==> src/verilog/encoder_sensor_pkg.sv <==
// shared constants and types for the sensor control and status block
package encoder_sensor_pkg;

  // ----------------------------------------------------------------
  // word widths
  // ----------------------------------------------------------------
  localparam int WORD_W = 16;
  localparam int POS_W  = 32;
  localparam int CODE_W = 8;

  // ----------------------------------------------------------------
  // sensor control word fields
  // ----------------------------------------------------------------
  localparam int CTL_HOME_MODE = 11;
  localparam int CTL_PRESET    = 12;
  localparam int CTL_CYCLIC    = 13;
  localparam int CTL_PARK      = 14;
  localparam int CTL_ACK       = 15;

  // ----------------------------------------------------------------
  // sensor status word fields
  // ----------------------------------------------------------------
  localparam int STS_ACK_SEEN  = 11;
  localparam int STS_PRESET    = 12;
  localparam int STS_CYCLIC    = 13;
  localparam int STS_PARK      = 14;
  localparam int STS_ERROR     = 15;

  // ----------------------------------------------------------------
  // encoder control word two fields
  // ----------------------------------------------------------------
  localparam int ECW2_PLC_CTRL = 10;

  // ----------------------------------------------------------------
  // codes and reset values
  // ----------------------------------------------------------------
  localparam logic [CODE_W-1:0] ERR_SENSOR_IF   = 8'h03;
  localparam logic [POS_W-1:0]  PRESET_RESET    = 32'h0000_0000;
  localparam logic [POS_W-1:0]  OFFSET_RESET    = 32'h0000_0000;
  localparam logic [WORD_W-1:0] STATUS_RESET    = 16'h0000;
  localparam logic              HOME_ABSOLUTE   = 1'b0;
  localparam logic              HOME_RELATIVE   = 1'b1;

  // ----------------------------------------------------------------
  // preset sequencer states, one-hot
  // ----------------------------------------------------------------
  typedef enum logic [5:0] {
    ST_LOAD_RD  = 6'b000001,
    ST_LOAD_CAP = 6'b000010,
    ST_IDLE     = 6'b000100,
    ST_APPLY    = 6'b001000,
    ST_SAVE     = 6'b010000,
    ST_DONE     = 6'b100000
  } preset_state_t;

endpackage : encoder_sensor_pkg

==> src/verilog/encoder_sensor_control_status.sv <==
// sensor control word decode, preset sequencer, parking and error status
// Function
// - control word is 16 bits; bits 11..15 mode, preset, cyclic, park, ack
// - while parked stay on bus, sign-of-life runs, errors and diagnostics off
// - bits 11 and 12 drive preset; status bit 12 reports completion
// - preset value resets to zero, changed only by the parameter channel
// - control bit 11 zero selects absolute, one selects relative preset
// - relative preset shifts output position upward by the preset value
// - status 12 set after preset, cleared once controller drops request 12
// - each completed preset stores offset non-volatile, reloaded at power-up
// - control bit 13 adds current absolute position to second value word
// - parking request stops measurement monitoring and clears pending errors
// - parking while drive runs raises interface error, code 0x03 in word two
// - control bit 15 acknowledges the pending sensor error of status bit 15
// - status word is 16 bits; bits 11..15 ack, preset, cyclic, park, error
// - without status 13 or 15, second value word carries nothing valid
// - status bits 13 and 15 never set together
// - without error, word two is position while bit 13 set, else zero
// - without compatibility mode, control word evaluated only with PLC bit
`timescale 1ns/1ps
module encoder_sensor_control_status
  import encoder_sensor_pkg::*;
#(
  parameter int POS_BITS   = encoder_sensor_pkg::POS_W,
  parameter int NV_DEPTH   = 2
) (
  // clock and reset
  input  wire logic                                  clock,
  input  wire logic                                  rst_n,
  // cyclic words from the controller
  input  wire logic [encoder_sensor_pkg::WORD_W-1:0] sensorControlWord,
  input  wire logic [encoder_sensor_pkg::WORD_W-1:0] encoderControlWordTwo,
  input  wire logic                                  compatMode,
  // parameter channel
  input  wire logic                                  presetValueWrite,
  input  wire logic [POS_BITS-1:0]                   presetValueParameter,
  // measurement side
  input  wire logic [POS_BITS-1:0]                   rawPosition,
  input  wire logic                                  driveRunning,
  input  wire logic                                  errorEvent,
  input  wire logic [encoder_sensor_pkg::CODE_W-1:0] errorEventCode,
  // cyclic words to the controller
  output logic      [encoder_sensor_pkg::WORD_W-1:0] sensorStatusWord,
  output logic      [POS_BITS-1:0]                   positionValueOne,
  output logic      [POS_BITS-1:0]                   positionValueTwo,
  // side controls
  output logic                                       monitorEnable,
  output logic                                       diagEnable,
  output logic                                       presetBusy
);

  import encoder_sensor_pkg::*;

  // ----------------------------------------------------------------
  // parameter check
  // ----------------------------------------------------------------
  if (POS_BITS != POS_W || NV_DEPTH < 2) begin : g_bad_param
    $error("encoder_sensor_control_status: POS_BITS must equal POS_W, NV_DEPTH >= 2");
  end

  // ----------------------------------------------------------------
  // helpers
  // ----------------------------------------------------------------
  // modular add, used for output position and relative shift alike
  function automatic logic [POS_BITS-1:0] posAdd(input logic [POS_BITS-1:0] a,
                                                 input logic [POS_BITS-1:0] b);
    posAdd = a + b;
  endfunction : posAdd

  // ----------------------------------------------------------------
  // state declarations
  // ----------------------------------------------------------------
  preset_state_t             state_reg;
  preset_state_t             state_next;
  logic [WORD_W-1:0]         control_reg;
  logic [POS_BITS-1:0]       preset_reg;
  logic [POS_BITS-1:0]       offset_reg;
  logic [POS_BITS-1:0]       offset_next;
  logic                      error_reg;
  logic                      error_next;
  logic [CODE_W-1:0]         errCode_reg;
  logic [CODE_W-1:0]         errCode_next;
  logic                      ackSeen_reg;
  logic                      ackSeen_next;
  logic                      park_reg;
  logic                      park_next;
  logic [WORD_W-1:0]         status_reg;
  logic [WORD_W-1:0]         status_next;
  logic [POS_BITS-1:0]       pos1_reg;
  logic [POS_BITS-1:0]       pos2_reg;
  logic [POS_BITS-1:0]       pos2_next;
  logic [POS_BITS-1:0]       nvReadData;

  // ----------------------------------------------------------------
  // control word evaluation gate
  // ----------------------------------------------------------------
  // when the gate is shut the last evaluated word is held, so a lapse of
  // control does not look to the sequencer like a dropped request
  wire ctlEnable  = compatMode | encoderControlWordTwo[ECW2_PLC_CTRL];
  wire [WORD_W-1:0] ctlWord = ctlEnable ? sensorControlWord : control_reg;

  always_ff @(posedge clock or negedge rst_n) begin
    if (!rst_n) begin
      control_reg <= '0;
    end else begin
      control_reg <= ctlWord;
    end
  end

  // decoded request bits; bits 0..10 carry nothing here
  wire homeMode  = ctlWord[CTL_HOME_MODE];
  wire presetReq = ctlWord[CTL_PRESET];
  wire cyclicReq = ctlWord[CTL_CYCLIC];
  wire parkReq   = ctlWord[CTL_PARK];
  wire ackReq    = ctlWord[CTL_ACK];

  // ----------------------------------------------------------------
  // preset value held for the parameter channel only
  // ----------------------------------------------------------------
  // the cyclic control word has no path into this register
  always_ff @(posedge clock or negedge rst_n) begin
    if (!rst_n) begin
      preset_reg <= PRESET_RESET;
    end else if (presetValueWrite) begin
      preset_reg <= presetValueParameter;
    end
  end

  // ----------------------------------------------------------------
  // preset sequencer
  // ----------------------------------------------------------------
  wire inLoadRd  = (state_reg == ST_LOAD_RD);
  wire inLoadCap = (state_reg == ST_LOAD_CAP);
  wire inApply   = (state_reg == ST_APPLY);
  wire inSave    = (state_reg == ST_SAVE);
  wire inDone    = (state_reg == ST_DONE);

  // absolute: offset chosen so raw + offset equals the preset value
  wire [POS_BITS-1:0] absOffset = preset_reg - rawPosition;
  // relative: existing offset grows by the preset value
  wire [POS_BITS-1:0] relOffset = posAdd(offset_reg, preset_reg);

  // next state; the request is a level, so DONE waits for it to drop
  always_comb begin
    state_next = state_reg;
    case (state_reg)
      ST_LOAD_RD:  state_next = ST_LOAD_CAP;
      ST_LOAD_CAP: state_next = ST_IDLE;
      ST_IDLE:     if (presetReq) begin
        state_next = ST_APPLY;
      end
      ST_APPLY:    state_next = ST_SAVE;
      ST_SAVE:     state_next = ST_DONE;
      ST_DONE:     if (!presetReq) begin
        state_next = ST_IDLE;
      end
      default:     state_next = ST_IDLE;
    endcase
  end

  // offset update: power-up reload or preset calculation
  always_comb begin
    offset_next = offset_reg;
    if (inLoadCap) begin
      offset_next = nvReadData;
    end else if (inApply) begin
      offset_next = (homeMode == HOME_RELATIVE) ? relOffset : absOffset;
    end
  end

  always_ff @(posedge clock or negedge rst_n) begin
    if (!rst_n) begin
      state_reg  <= ST_LOAD_RD;
      offset_reg <= OFFSET_RESET;
    end else begin
      state_reg  <= state_next;
      offset_reg <= offset_next;
    end
  end

  // ----------------------------------------------------------------
  // offset storage that outlives supply
  // ----------------------------------------------------------------
  // slot 0 holds the offset; write happens once per completed preset
  nv_offset_store #(
    .WIDTH (POS_BITS),
    .DEPTH (NV_DEPTH)
  ) u_nv_store (
    .clock     (clock),
    .rst_n     (rst_n),
    .writeEn   (inSave),
    .readEn    (inLoadRd),
    .addr      ('0),
    .writeData (offset_reg),
    .readData  (nvReadData)
  );

  // ----------------------------------------------------------------
  // parking and sensor error
  // ----------------------------------------------------------------
  // parking is refused while the drive turns; the refusal is itself an error
  wire parkIllegal = parkReq & driveRunning;
  wire parkOk      = parkReq & ~driveRunning;

  // errors from measurement are muted while parked
  wire errSet   = parkIllegal | (errorEvent & ~park_reg & ~parkOk);
  wire [CODE_W-1:0] errSetCode = parkIllegal ? ERR_SENSOR_IF : errorEventCode;

  // a new error wins over a clear in the same cycle
  always_comb begin
    error_next   = error_reg;
    errCode_next = errCode_reg;
    if (parkOk || ackReq) begin
      error_next = 1'b0;
    end
    if (errSet) begin
      error_next   = 1'b1;
      errCode_next = errSetCode;
    end
  end

  // acknowledge seen: raised while an error is acked, drops with the ack bit
  always_comb begin
    ackSeen_next = ackSeen_reg;
    if (!ackReq) begin
      ackSeen_next = 1'b0;
    end else if (error_reg) begin
      ackSeen_next = 1'b1;
    end
  end

  always_comb begin
    park_next = parkOk;
  end

  always_ff @(posedge clock or negedge rst_n) begin
    if (!rst_n) begin
      error_reg   <= 1'b0;
      errCode_reg <= '0;
      ackSeen_reg <= 1'b0;
      park_reg    <= 1'b0;
    end else begin
      error_reg   <= error_next;
      errCode_reg <= errCode_next;
      ackSeen_reg <= ackSeen_next;
      park_reg    <= park_next;
    end
  end

  // ----------------------------------------------------------------
  // status word and position words
  // ----------------------------------------------------------------
  // error takes word two first, so cyclic transmit yields to it
  wire cyclicOn = cyclicReq & ~error_next;

  always_comb begin
    status_next               = STATUS_RESET;  // unused and reserved bits read 0
    status_next[STS_ACK_SEEN] = ackSeen_next;
    status_next[STS_PRESET]   = (state_next == ST_DONE);
    status_next[STS_CYCLIC]   = cyclicOn;
    status_next[STS_PARK]     = park_next;
    status_next[STS_ERROR]    = error_next;
  end

  // word two: error code, else position on request, else zero
  always_comb begin
    pos2_next = '0;
    if (error_next) begin
      pos2_next = {{(POS_BITS-CODE_W){1'b0}}, errCode_next};
    end else if (cyclicOn) begin
      pos2_next = posAdd(rawPosition, offset_next);
    end
  end

  // status word and both position words come from these flops; word one tracks the shifted position
  always_ff @(posedge clock or negedge rst_n) begin
    if (!rst_n) begin
      status_reg <= STATUS_RESET;
      pos1_reg   <= '0;
      pos2_reg   <= '0;
    end else begin
      status_reg <= status_next;
      pos1_reg   <= posAdd(rawPosition, offset_next);
      pos2_reg   <= pos2_next;
    end
  end

  // side enables; sign-of-life lives elsewhere and is not touched by parking
  logic monitor_reg;
  logic diag_reg;
  logic busy_reg;

  always_ff @(posedge clock or negedge rst_n) begin
    if (!rst_n) begin
      monitor_reg <= 1'b0;
      diag_reg    <= 1'b0;
      busy_reg    <= 1'b1;
    end else begin
      monitor_reg <= ~park_next;
      diag_reg    <= ~park_next;
      busy_reg    <= ~(state_next == ST_IDLE);
    end
  end

  // ----------------------------------------------------------------
  // outputs
  // ----------------------------------------------------------------
  assign sensorStatusWord = status_reg;
  assign positionValueOne = pos1_reg;
  assign positionValueTwo = pos2_reg;
  assign monitorEnable    = monitor_reg;
  assign diagEnable       = diag_reg;
  assign presetBusy       = busy_reg;

endmodule : encoder_sensor_control_status

==> src/verilog/nv_offset_store.sv <==
// small store that keeps the preset offset across power cycles
`timescale 1ns/1ps
module nv_offset_store #(
  parameter int WIDTH = 32,
  parameter int DEPTH = 2
) (
  // clock and reset
  input  wire logic                     clock,
  input  wire logic                     rst_n,
  // access port
  input  wire logic                     writeEn,
  input  wire logic                     readEn,
  input  wire logic [$clog2(DEPTH)-1:0] addr,
  input  wire logic [WIDTH-1:0]         writeData,
  output logic      [WIDTH-1:0]         readData
);

  // ----------------------------------------------------------------
  // parameter check
  // ----------------------------------------------------------------
  if (WIDTH < 1 || DEPTH < 2) begin : g_bad_param
    $error("nv_offset_store: WIDTH must be >= 1 and DEPTH >= 2");
  end

  // cells carry no reset on purpose: they model storage that outlives supply
  logic [WIDTH-1:0] cells [DEPTH];

  // write port
  always_ff @(posedge clock) begin
    if (writeEn) begin
      cells[addr] <= writeData;
    end
  end

  // registered read data
  always_ff @(posedge clock or negedge rst_n) begin
    if (!rst_n) begin
      readData <= '0;
    end else if (readEn) begin
      readData <= cells[addr];
    end
  end

endmodule : nv_offset_store

==> config.mk <==
export PLATFORM = sky130hd
export DESIGN_NAME = encoder_sensor_control_status
export DESIGN_NICKNAME = d
export VERILOG_FILES = /design/src/verilog/encoder_sensor_pkg.sv /design/src/verilog/encoder_sensor_control_status.sv /design/src/verilog/nv_offset_store.sv
export SDC_FILE = /design/constraint.sdc
export NUM_CORES = 1
export LEC_CHECK = 0
export BUFFER_PORTS_ARGS = -buffer_cell sky130_fd_sc_hd__buf_2
export CORE_ASPECT_RATIO = 2
export CORE_MARGIN = 2
export CORE_UTILIZATION = 28
export CTS_CLUSTER_DIAMETER = 40
export DETAILED_ROUTE_END_ITERATION = 12
export PLACE_DENSITY_LB_ADDON = 0.12
export SLEW_MARGIN = 30
export SYNTH_ARGS = -nofsm -noshare
export SYNTH_HDL_FRONTEND = slang
export SYNTH_SLANG_ARGS = --single-unit
export TNS_END_PERCENT = 10
==> constraint.sdc <==
create_clock -name clock -period 5.7 [get_ports clock]
set_clock_uncertainty 0.15 [all_clocks]
set_input_delay 1.14 -clock clock [delete_from_list [all_inputs] [get_ports clock]]
set_output_delay 1.14 -clock clock [all_outputs]
set_load 0.05 [all_outputs]
After elaboration in Yosys (flattened, before gate mapping)
Memory sizes are Yosys's and may differ from the RTL's. A register that Yosys moved wholly into a read port is not among the register bits. Cells that the tools add are included.

Equal/unequal tests: 8. Reduce and logical (&&, ||, !) cells: 2. Mux-type cells: 17. Add/sub/neg operators: 3. Bitwise gates (word level): 12.

Operator list (count): $mux W32 (5); $add A32 B32 Y32 (2); $sub A32 B32 Y32 (1); $pmux W6 S5 (1); $mux W16 (1); $mux W8 (2); $eq A6 B3 Y1 const B (2); $eq A6 B6 Y1 const B (2); $mux W6 (2); $eq A6 B1 Y1 const B (1); $eq A6 B2 Y1 const B (1); $eq A6 B4 Y1 const B (1); $eq A6 B5 Y1 const B (1); $mux W1 (6); $and A1 B1 Y1 (5); $not A1 Y1 (5); $or A1 B1 Y1 (2); $logic_not A1 Y1 (1); $logic_or A1 B1 Y1 (1).

Output and inout port bits: 83. Memories: 1. Register bits: 168. Bits in writable memories: 64.

Memory list: u_nv_store.cells (depth 2, width 32, read ports 1, clocked after memory_dff 1, write ports 1, RTL line nv_offset_store.sv:26) `logic [WIDTH-1:0] cells [DEPTH];`.

Longest topological paths before layout
Gate-level depths: netlist (run 1).

Word-level depth: 11. Depth in mapped cells: 30. Depth with buffers taken out: 28.

By module
Synthesis (run 1) repeated with hierarchy kept, for this count alone.

Cell total of the unflattened synthesis: 1244. Area, all modules: 13106.3 µm².

Modules (own cells, without submodules): encoder_sensor_control_status (sequential area each 3856.2 µm², times used 1, area each 9666.8 µm², cells an instance 1039); nv_offset_store (sequential area each 2722.6 µm², times used 1, area each 3439.5 µm², cells an instance 205).

Worst setup path after synthesis (run 1)
OpenSTA, ideal clock, no wires.

Path kind: input to register. Start point: input port rawPosition[2]. End point: register pos2_reg[31], in the netlist positionValueTwo[31]. Setup time: 0.119 ns. Setup slack: -1.186 ns. Arrival: 6.617 ns. Stages: 25. Path buffers: 0. Cell sequence: nor4_1 -> nand2_1 -> or3_1 -> xor2_1 -> mux2_2 -> ha_1 -> nand2_1 -> nor3_1 -> a211oi_1 -> a41oi_1 -> a21boi_1 -> o211ai_1 -> nand4_1 -> nor3b_1 -> a221o_1 -> ha_1 -> and4_1 -> nand3_1 -> or4_1 -> o211ai_1 -> a2111o_1 -> a31oi_1 -> xor2_1 -> xnor2_1 -> and2_1.

Word-level cells in the longest chain between the ends: 7.

Ends and longest elaborated chain: from (decl) (RTL line encoder_sensor_control_status.sv:38) `input wire logic [POS_BITS-1:0] rawPosition,`; $sub A32 B32 Y32 (RTL line encoder_sensor_control_status.sv:139) `wire [POS_BITS-1:0] absOffset = preset_reg - rawPosition;`; $mux W32 (RTL line encoder_sensor_control_status.sv:167) `offset_next = (homeMode == HOME_RELATIVE) ? relOffset : absOffset;`; $mux W32 (RTL line encoder_sensor_control_status.sv:166) `end else if (inApply) begin`; $mux W32 (RTL line encoder_sensor_control_status.sv:164) `if (inLoadCap) begin`; net offset_next[21] (RTL line encoder_sensor_control_status.sv:78) `logic [POS_BITS-1:0] offset_next;`; $add A32 B32 Y32 (RTL line encoder_sensor_control_status.sv:67) `posAdd = a + b;`; $mux W32 (RTL line encoder_sensor_control_status.sv:270) `end else if (cyclicOn) begin`; $mux W32 (RTL line encoder_sensor_control_status.sv:268) `if (error_next) begin`; net pos2_next[31] (RTL line encoder_sensor_control_status.sv:91) `logic [POS_BITS-1:0] pos2_next;`; to (signal assigned) (RTL line encoder_sensor_control_status.sv:284) `pos2_reg <= pos2_next;`; to (decl) (RTL line encoder_sensor_control_status.sv:90) `logic [POS_BITS-1:0] pos2_reg;`.

The timed path passes the listed nets, and every way through them passes these cells. A chain may end at the register's enable or synchronous reset.

Worst setup path after layout (run 1)
Start point: input port rawPosition[2]. End point: register pos2_reg[29], in the netlist positionValueTwo[29].

The elaborated chain is that of the path after synthesis.

==> results of run 1 <==
==> what timing repair did <==
action,in CTS,in global routing
gates resized for setup,31,76
buffers inserted,9,8
pin swaps,20,42
gates cloned,0,0
setup endpoints to repair,35,41
==> cell usage in the layout, fill, tap and decap left out, types with 6 or more instances in the layout <==
cell       count
a211oi_1       9
a21o_1        28
a21oi_1       70
a21oi_2        9
a22o_1         9
a31oi_1       16
and2_1        26
buf_2        149
buf_4        283
buf_6         13
clkbuf_16     32
conb_1        12
dfrtp_1      184
edfxtp_1      32
ha_1          57
inv_1         19
inv_6          6
mux2_2        35
mux2i_1        9
nand2_1      214
nand2b_1      10
nand3_1       10
nand4_1        8
nor2_1        67
nor3_1        10
nor4_1         9
o211ai_1       7
o21a_1         9
o21ai_0       52
o21ai_1       18
o21ai_2        6
o21bai_1       7
o22ai_1        7
or3_1          6
xnor2_1       40
xor2_1        31
==> power breakdown <==
group          internal, mW  switching, mW  total, mW  leakage (nW)
combinational          2.06           2.71       4.77          4.85
sequential             2.09          0.232       2.33          2.54
clock                  1.10          0.885       1.98         0.527
total                  5.25           3.82       9.08          7.92
==> worst max-delay path, delay by kind of cell <==
kind	cells	cell delay, ns
AND/OR/NAND/NOR	12	2.39
AO/OA/AOI/OAI	7	1.48
adder cells (fa/ha/maj)	2	0.59
buffers and inverters	4	0.53
XOR/XNOR	2	0.31
multiplexers	1	0.29
==> kinds of logic after synthesis <==
| logic type | after synthesis |
|---|---|
| fa+ha+maj | 66 |
| buf+inv | 80 |
| other cells | 1 |
| mux | 45 |
| flops | 218 |
| simple gates | 420 |
| xor+xnor | 78 |
| compound gates | 296 |
==> stage by stage <==
stage	setup TNS (ns)	utilization, %	hold WS, ns	setup WS (ns)	area, um^2
final	-8.927	40.56	0.2705	-0.7051	16890
after global routing	-17.84	40.56	0.2730	-0.9531	16890
after CTS	-14.59	39.65	0.2893	-0.9034	16510
after detailed placement	-42.69	36.57	0.2767	-1.595	15230
after global placement	-42.12	36.57	0.2690	-1.492	15230
after floorplan	-6.841	-	0.2646	-0.7141	11980
==> final timing paths <==
check | from | end | slack, ns
min reg2reg | u_nv_store.cells[0][10] | u_nv_store.readData[10] | 0.28
max in group asynchronous | rst_n | state_reg[0] | 3.97
max | rawPosition[2] | positionValueTwo[29] | -0.71
min | rst_n | preset_reg[2] | 0.27
max reg2reg | control_reg[11] | positionValueTwo[29] | -0.24
min in group clock | u_nv_store.cells[0][10] | u_nv_store.readData[10] | 0.28
==> layer usage <==
metal	up-vias	track usage, %
li1	5137	-
met1	4927	19.80
met2	264	33.09
met3	69	1.829
met4	0	6.574
met5	-	0
==> area by class of cell <==
class	instances	area (um^2)
Tap cell	540	675.6
Fill cell	4154	24760
Timing Repair Buffer	449	3099
Sequential cell	218	5618
Inverter	23	86.33
Clock inverter	23	276.5
Clock buffer	33	804.5
Multi-Input combinational cell	917	6330
==> summary.md, run 1 <==
| Metric | Value |
|---|---|
| #FFs+latches synth | 218 |
| Adder-cell share of the synthesized area | 7.135% |
| Vias in the first global route | 10910 |
| Worst Path Arrival | 6.76 ns |
| All-Layer GR Usage | 17.47% |
| Final setup viols | 23 |
| DRT Pass-1 Iters | 5 |
| WL met3 | 1586 um |
| Power Density | 537.3 nW/um^2 |
| Total CTS buffers | 30 |
| Post-Synth XOR/XNOR Area | 5.797% |
| Max-cap viol count | 0 |
| Violated checks | negative setup slack |
| # DRC | 0 |
| Ys Warns | 0 |
| Post-synthesis sequential area ratio | 47.67% |
| Dpl cells | 2130 |
| Synth area leader | dfrtp_1 |
| Row cnt | 106 |
| Status | complete, but fails checks |
| Main area contributors after synthesis | dfrtp_1 (39%), edfxtp_1 (8.2%), nand2_1 (6.9%) |
| RSZ-0062 raised after global routing | true |
| Setup ws final | -0.7051 ns |
| Layout cell share with drive strength beyond 1 | 38.30% |
| Worst-path maximum fanout | 3 |
| Clk slew on worst S/H paths | 0.07 ns |
| Nets | 1815 |
| Die footprint | 43850 um^2 |
| EDFF count, synth | 32 |
| R2R depth | 26 |
| Most used cell, CP | buf_6 |
| Top FF cell, synth | dfrtp_1 |
| Largest family of logic cells by synthesized area | simple AND/OR/NAND/NOR gates |
| Compound-Gate Fraction of Synth Area | 15.77% |
| GPL Wtd Cong | 0.8500 |
| CP max-delay cell | or4_4 |
| Die H | 294.1 um |
| Final WL | 38370 um |
| Hold/Removal Path Class | primary input to asynchronous set/reset pin |
| Core Area | 41640 um^2 |
| TritonCTS clock tree | built |
| Post-DR wirelength/cell | 17.42 um |
| Synth Cell Area | 11790 um^2 |
| Yosys top cell area share | 39.07% |
| Startpoint types | primary input |
| Post-synth ARST share | 85.32% |
| Syn Inst Count | 1204 |
| Worst Setup End Kind | register |
| Layout area overhead | 43.32% |
| Max-slew headroom at the worst pin | 49.27% |
| Period utilization | 112.4% |
| Most common cell in the netlist | nand2_1 |
| Distinct cells, synth | 69 |
| Iteration-0 DRC Markers | 347 |
| DP HPWL | 29400 um |
| Worst slew pin tran | 0.7609 ns |
| Slowest Stage Delay on Critical Path | 0.41 ns |
| Initial antenna violation count | 0 |
| Leak | 7.919 nW |
| Via count | 10400 |
| Crit Path Class | primary input to register |
| Critical Path RT | 6.06 ns |
| Largest net degree at the start of global routing | 113 |
| Max-slew violations | 0 |
| TritonCTS Sinks | 218 |
| Min cycle time layout | 6.405 ns |
| VDD IR max | 213.2 uV |
| Clk_lat worst skew | 0.57 ns |
| # IOs | 193 |
| Synth cell count leaders | nand2_1 (217), dfrtp_1 (184), a21oi_1 (81) |
| Vias per std cell | 4.719 |
| Metal-1 WL | 15170 um |
| Die width | 149.1 um |
| Antenna Cells | 0 |
| Level count of the clock H-tree | 1 |
| Syn avg cell area | 9.788 um^2 |
| Remaining Overflow, GRT | 0 |
| Final ANT Viol Nets | 0 |
| Initial core utilization | 28.30% |
| Tot Pwr | 9.076 mW |
| CTS root buffer | clkbuf_16 |
| First-pass GRT wire length | 59350 um |
| Hold buffers post-CTS | 0 |
| Non-filler cells, final | 2203 |
| Uppermost layer routed | met4 |
| DR WL met2 | 20400 um |
| Post-synthesis simple-gate area fraction | 16.35% |
| I/O Buffers | 155 |
| CTS max path bufs | 3 |
| Highest Clock Rate | 0.1561 GHz |
| Mux contribution to synthesized area | 4.204% |
| Final hold violations | 0 |
(Power assumes the default switching activity.)
==> run 2: changes to the inputs <==
--- a/config.mk
+++ b/config.mk
@@ -12,6 +12,7 @@
 export CTS_CLUSTER_DIAMETER = 40
 export DETAILED_ROUTE_END_ITERATION = 12
 export PLACE_DENSITY_LB_ADDON = 0.12
+export RECOVER_POWER = 50
 export SLEW_MARGIN = 30
 export SYNTH_ARGS = -nofsm -noshare
 export SYNTH_HDL_FRONTEND = slang
==> run 2 against run 1 <==
Effect of this change:
- the run ends with max-capacitance violations, max-slew violations, negative setup slack left
- worst setup slack worse by 0.0021 ns
- die area unchanged
- register-to-register slack about the same
- flip-flop and latch count unchanged
- routed wire length down 0.22%
- critical path type unchanged
- critical endpoint unchanged
- largest cell class unchanged
- largest power group unchanged
- highest routed layer unchanged
==> summary.md, run 2 (synthesis results as in run 1) <==
| Metric | Value |
|---|---|
| Final ANT Viol Nets | 0 (unchanged) |
| Pre-CTS WS | -1.595 ns (unchanged) |
| Worst Setup End Kind | register (unchanged) |
| Vias in the first global route | 10910 (unchanged) |
| # IOs | 193 (unchanged) |
| Hold/Removal Path Class | register to register (was primary input to asynchronous set/reset pin) |
| Power Density | 538.6 nW/um^2 (was 537.3 nW/um^2) |
| Clk_lat worst skew | 0.57 ns (about the same) |
| Post-DR wirelength/cell | 17.38 um (was 17.42 um) |
| Final setup viols | 24 (was 23) |
| Leak | 7.893 nW (was 7.919 nW) |
| RSZ-0062 raised after global routing | true (unchanged) |
| Violated checks | max-capacitance violations, max-slew violations, negative setup slack (was negative setup slack) |
| Layout area overhead | 42.88% (was 43.32%) |
| Highest Clock Rate | 0.1561 GHz (about the same) |
| Via count | 10340 (was 10400) |
| Row cnt | 106 (unchanged) |
| Max-slew violations | 148 (was 0) |
| Vias per std cell | 4.695 (was 4.719) |
| Startpoint types | primary input (unchanged) |
| Switching share of power | 42.11% (about the same) |
| Die footprint | 43850 um^2 (unchanged) |
| Max-slew headroom at the worst pin | -29.07% (was 49.27%) |
| Period utilization | 112.4% (about the same) |
| All-Layer GR Usage | 17.47% (unchanged) |
| Remaining Overflow, GRT | 0 (unchanged) |
| Antenna Cells | 0 (unchanged) |
| Most used cell, CP | buf_6 (unchanged) |
| Setup ws final | -0.7072 ns (was -0.7051 ns) |
| DRT Pass-1 Iters | 5 (unchanged) |
| Filler cells | 4159 (was 4154) |
| Nets | 1815 (unchanged) |
| CTS root buffer | clkbuf_16 (unchanged) |
| Most frequent cells in the layout | buf_4 (282), nand2_1 (214), dfrtp_1 (184) (was buf_4 (283), nand2_1 (214), dfrtp_1 (184)) |
| # DRC | 0 (unchanged) |
| Hold buffers post-CTS | 0 (unchanged) |
| Die width | 149.1 um (unchanged) |
| Commonest non-fill, non-tap cell in the layout | buf_4 (unchanged) |
| Worst Path Arrival | 6.76 ns (about the same) |
| Final hold violations | 0 (unchanged) |
| First-pass GRT wire length | 59350 um (unchanged) |
| Level count of the clock H-tree | 1 (unchanged) |
| Placed inst area | 15230 um^2 (unchanged) |
| Switching power | 3.819 mW (was 3.822 mW) |
| Total CTS buffers | 30 (unchanged) |
| CP max-delay cell | or4_4 (unchanged) |
| Final WL | 38280 um (was 38370 um) |
| DP HPWL | 29400 um (unchanged) |
| CTS max path bufs | 3 (unchanged) |
| Initial core utilization | 28.30% (unchanged) |
| Initial antenna violation count | 0 (unchanged) |
| Critical Path RT | 6.05 ns (was 6.06 ns) |
| Core Area | 41640 um^2 (unchanged) |
| TritonCTS clock tree | built (unchanged) |
| Internal cell power | 5.251 mW (was 5.254 mW) |
| GPL Wtd Cong | 0.8500 (unchanged) |
| Tot Pwr | 9.070 mW (was 9.076 mW) |
| TritonCTS Sinks | 218 (unchanged) |
| Worst-path maximum fanout | 3 (unchanged) |
| Iteration-0 DRC Markers | 313 (was 347) |
| FF/Latch Area | 5618 um^2 (unchanged) |
| Min cycle time layout | 6.407 ns (was 6.405 ns) |
| Die H | 294.1 um (unchanged) |
| Sequential fraction of design power | 25.7% (was 25.6%) |
| Design Area, Final | 16840 um^2 (was 16890 um^2) |
| Max-cap viol count | 3 (was 0) |
| Status | complete, but fails checks (unchanged) |
| I/O Buffers | 155 (unchanged) |
| Clk slew on worst S/H paths | 0.08 ns (was 0.07 ns) |
| Clock power frac | 21.8% (about the same) |
| Area of the multi-input gates | 6330 um^2 (unchanged) |
| Worst slew pin tran | 1.936 ns (was 0.7609 ns) |
| Slowest Stage Delay on Critical Path | 0.41 ns (about the same) |
| VDD IR max | 212.5 uV (was 213.2 uV) |
| Layout cell share with drive strength beyond 1 | 38.12% (was 38.30%) |
| Crit Path Class | primary input to register (unchanged) |
| Largest net degree at the start of global routing | 113 (unchanged) |
| Gate power share | 52.5% (about the same) |
## run 2: changes by cell type in the layout (fill, tap and decap cells not counted)
| cell | delta |
|---|---|
| clkbuf_1 | +3 |
| clkbuf_2 | +1 |
| buf_2 | -1 |
| buf_12 | -1 |
| buf_8 | -1 |
| clkbuf_4 | +1 |
| buf_16 | -1 |
| buf_4 | -1 |
## run 2: what timing repair did
action                     4_1_cts  5_1_grt
resized for setup               31       76
setup endpoints to repair       35       41
pin swaps                       20       42
setup buffers                    9        8
## run 2: metrics by stage
step | TNS, ns | std cells | hold slack, ns | utilization [%]
after global placement | -42.12 | 2130 | 0.2690 | 36.57
after CTS | -14.59 | 2195 | 0.2893 | 39.65
after global routing | -29.68 | 2203 | 0.3155 | 40.43
after detailed placement | -42.69 | 2130 | 0.2767 | 36.57
after floorplan | -6.841 | 1215 | 0.2646 | -
final | -9.035 | 2203 | 0.2813 | 40.43
## run 2: final timing paths
| check | endpoint | slack, ns | cells past startpoint | start |
|---|---|---|---|---|
| worst min register to register | u_nv_store.readData[10] | 0.28 | 2 | u_nv_store.cells[0][10] |
| worst max-delay path | positionValueTwo[29] | -0.71 | 28 | rawPosition[2] |
| worst max register to register | positionValueTwo[29] | -0.25 | 26 | control_reg[11] |
| worst min-delay path | u_nv_store.readData[10] | 0.28 | 2 | u_nv_store.cells[0][10] |
| max in group asynchronous | positionValueOne[25] | 0.75 | 3 | rst_n |
| min in group asynchronous | preset_reg[2] | 0.94 | 1 | rst_n |
## run 2: final cells by class
| cell class | instances | share of cell area [%] |
|---|---|---|
| inverter | 23 | 0.5127 |
| multi-input combinational | 917 | 37.59 |
| clock inverter | 23 | 1.642 |
| timing repair buffer | 449 | 18.10 |
| clock buffer | 33 | 4.778 |
| tap | 540 | 4.012 |
| sequential | 218 | 33.36 |
## run 2: per-layer routing
metal  track usage, %  vias up  share of wire [%]
li1                 -     5135                  -
met1            19.80     4899                 39
met3            1.829       66                4.3
met5                0        -                  0
met4            6.574        0                3.1
met2            33.09      244                 53
## run 2: power by group through the flow
stage	sequential [mW]	clock [mW]	combinational, mW
final	2.33	1.98	4.76
after global routing	2.38	2.11	5.20
after CTS	2.33	2.04	4.65
after detailed placement	2.35	0	4.53
after global placement	2.35	0	4.50
after floorplan	3.03	0	1.94
## run 2: critical path, delay by kind of cell
kind | cells | cell delay [ns]
AND/OR/NAND/NOR | 12 | 2.38
AO/OA/AOI/OAI | 7 | 1.49
adder cells (fa/ha/maj) | 2 | 0.59
buffers and inverters | 4 | 0.54
XOR/XNOR | 2 | 0.31
multiplexers | 1 | 0.29
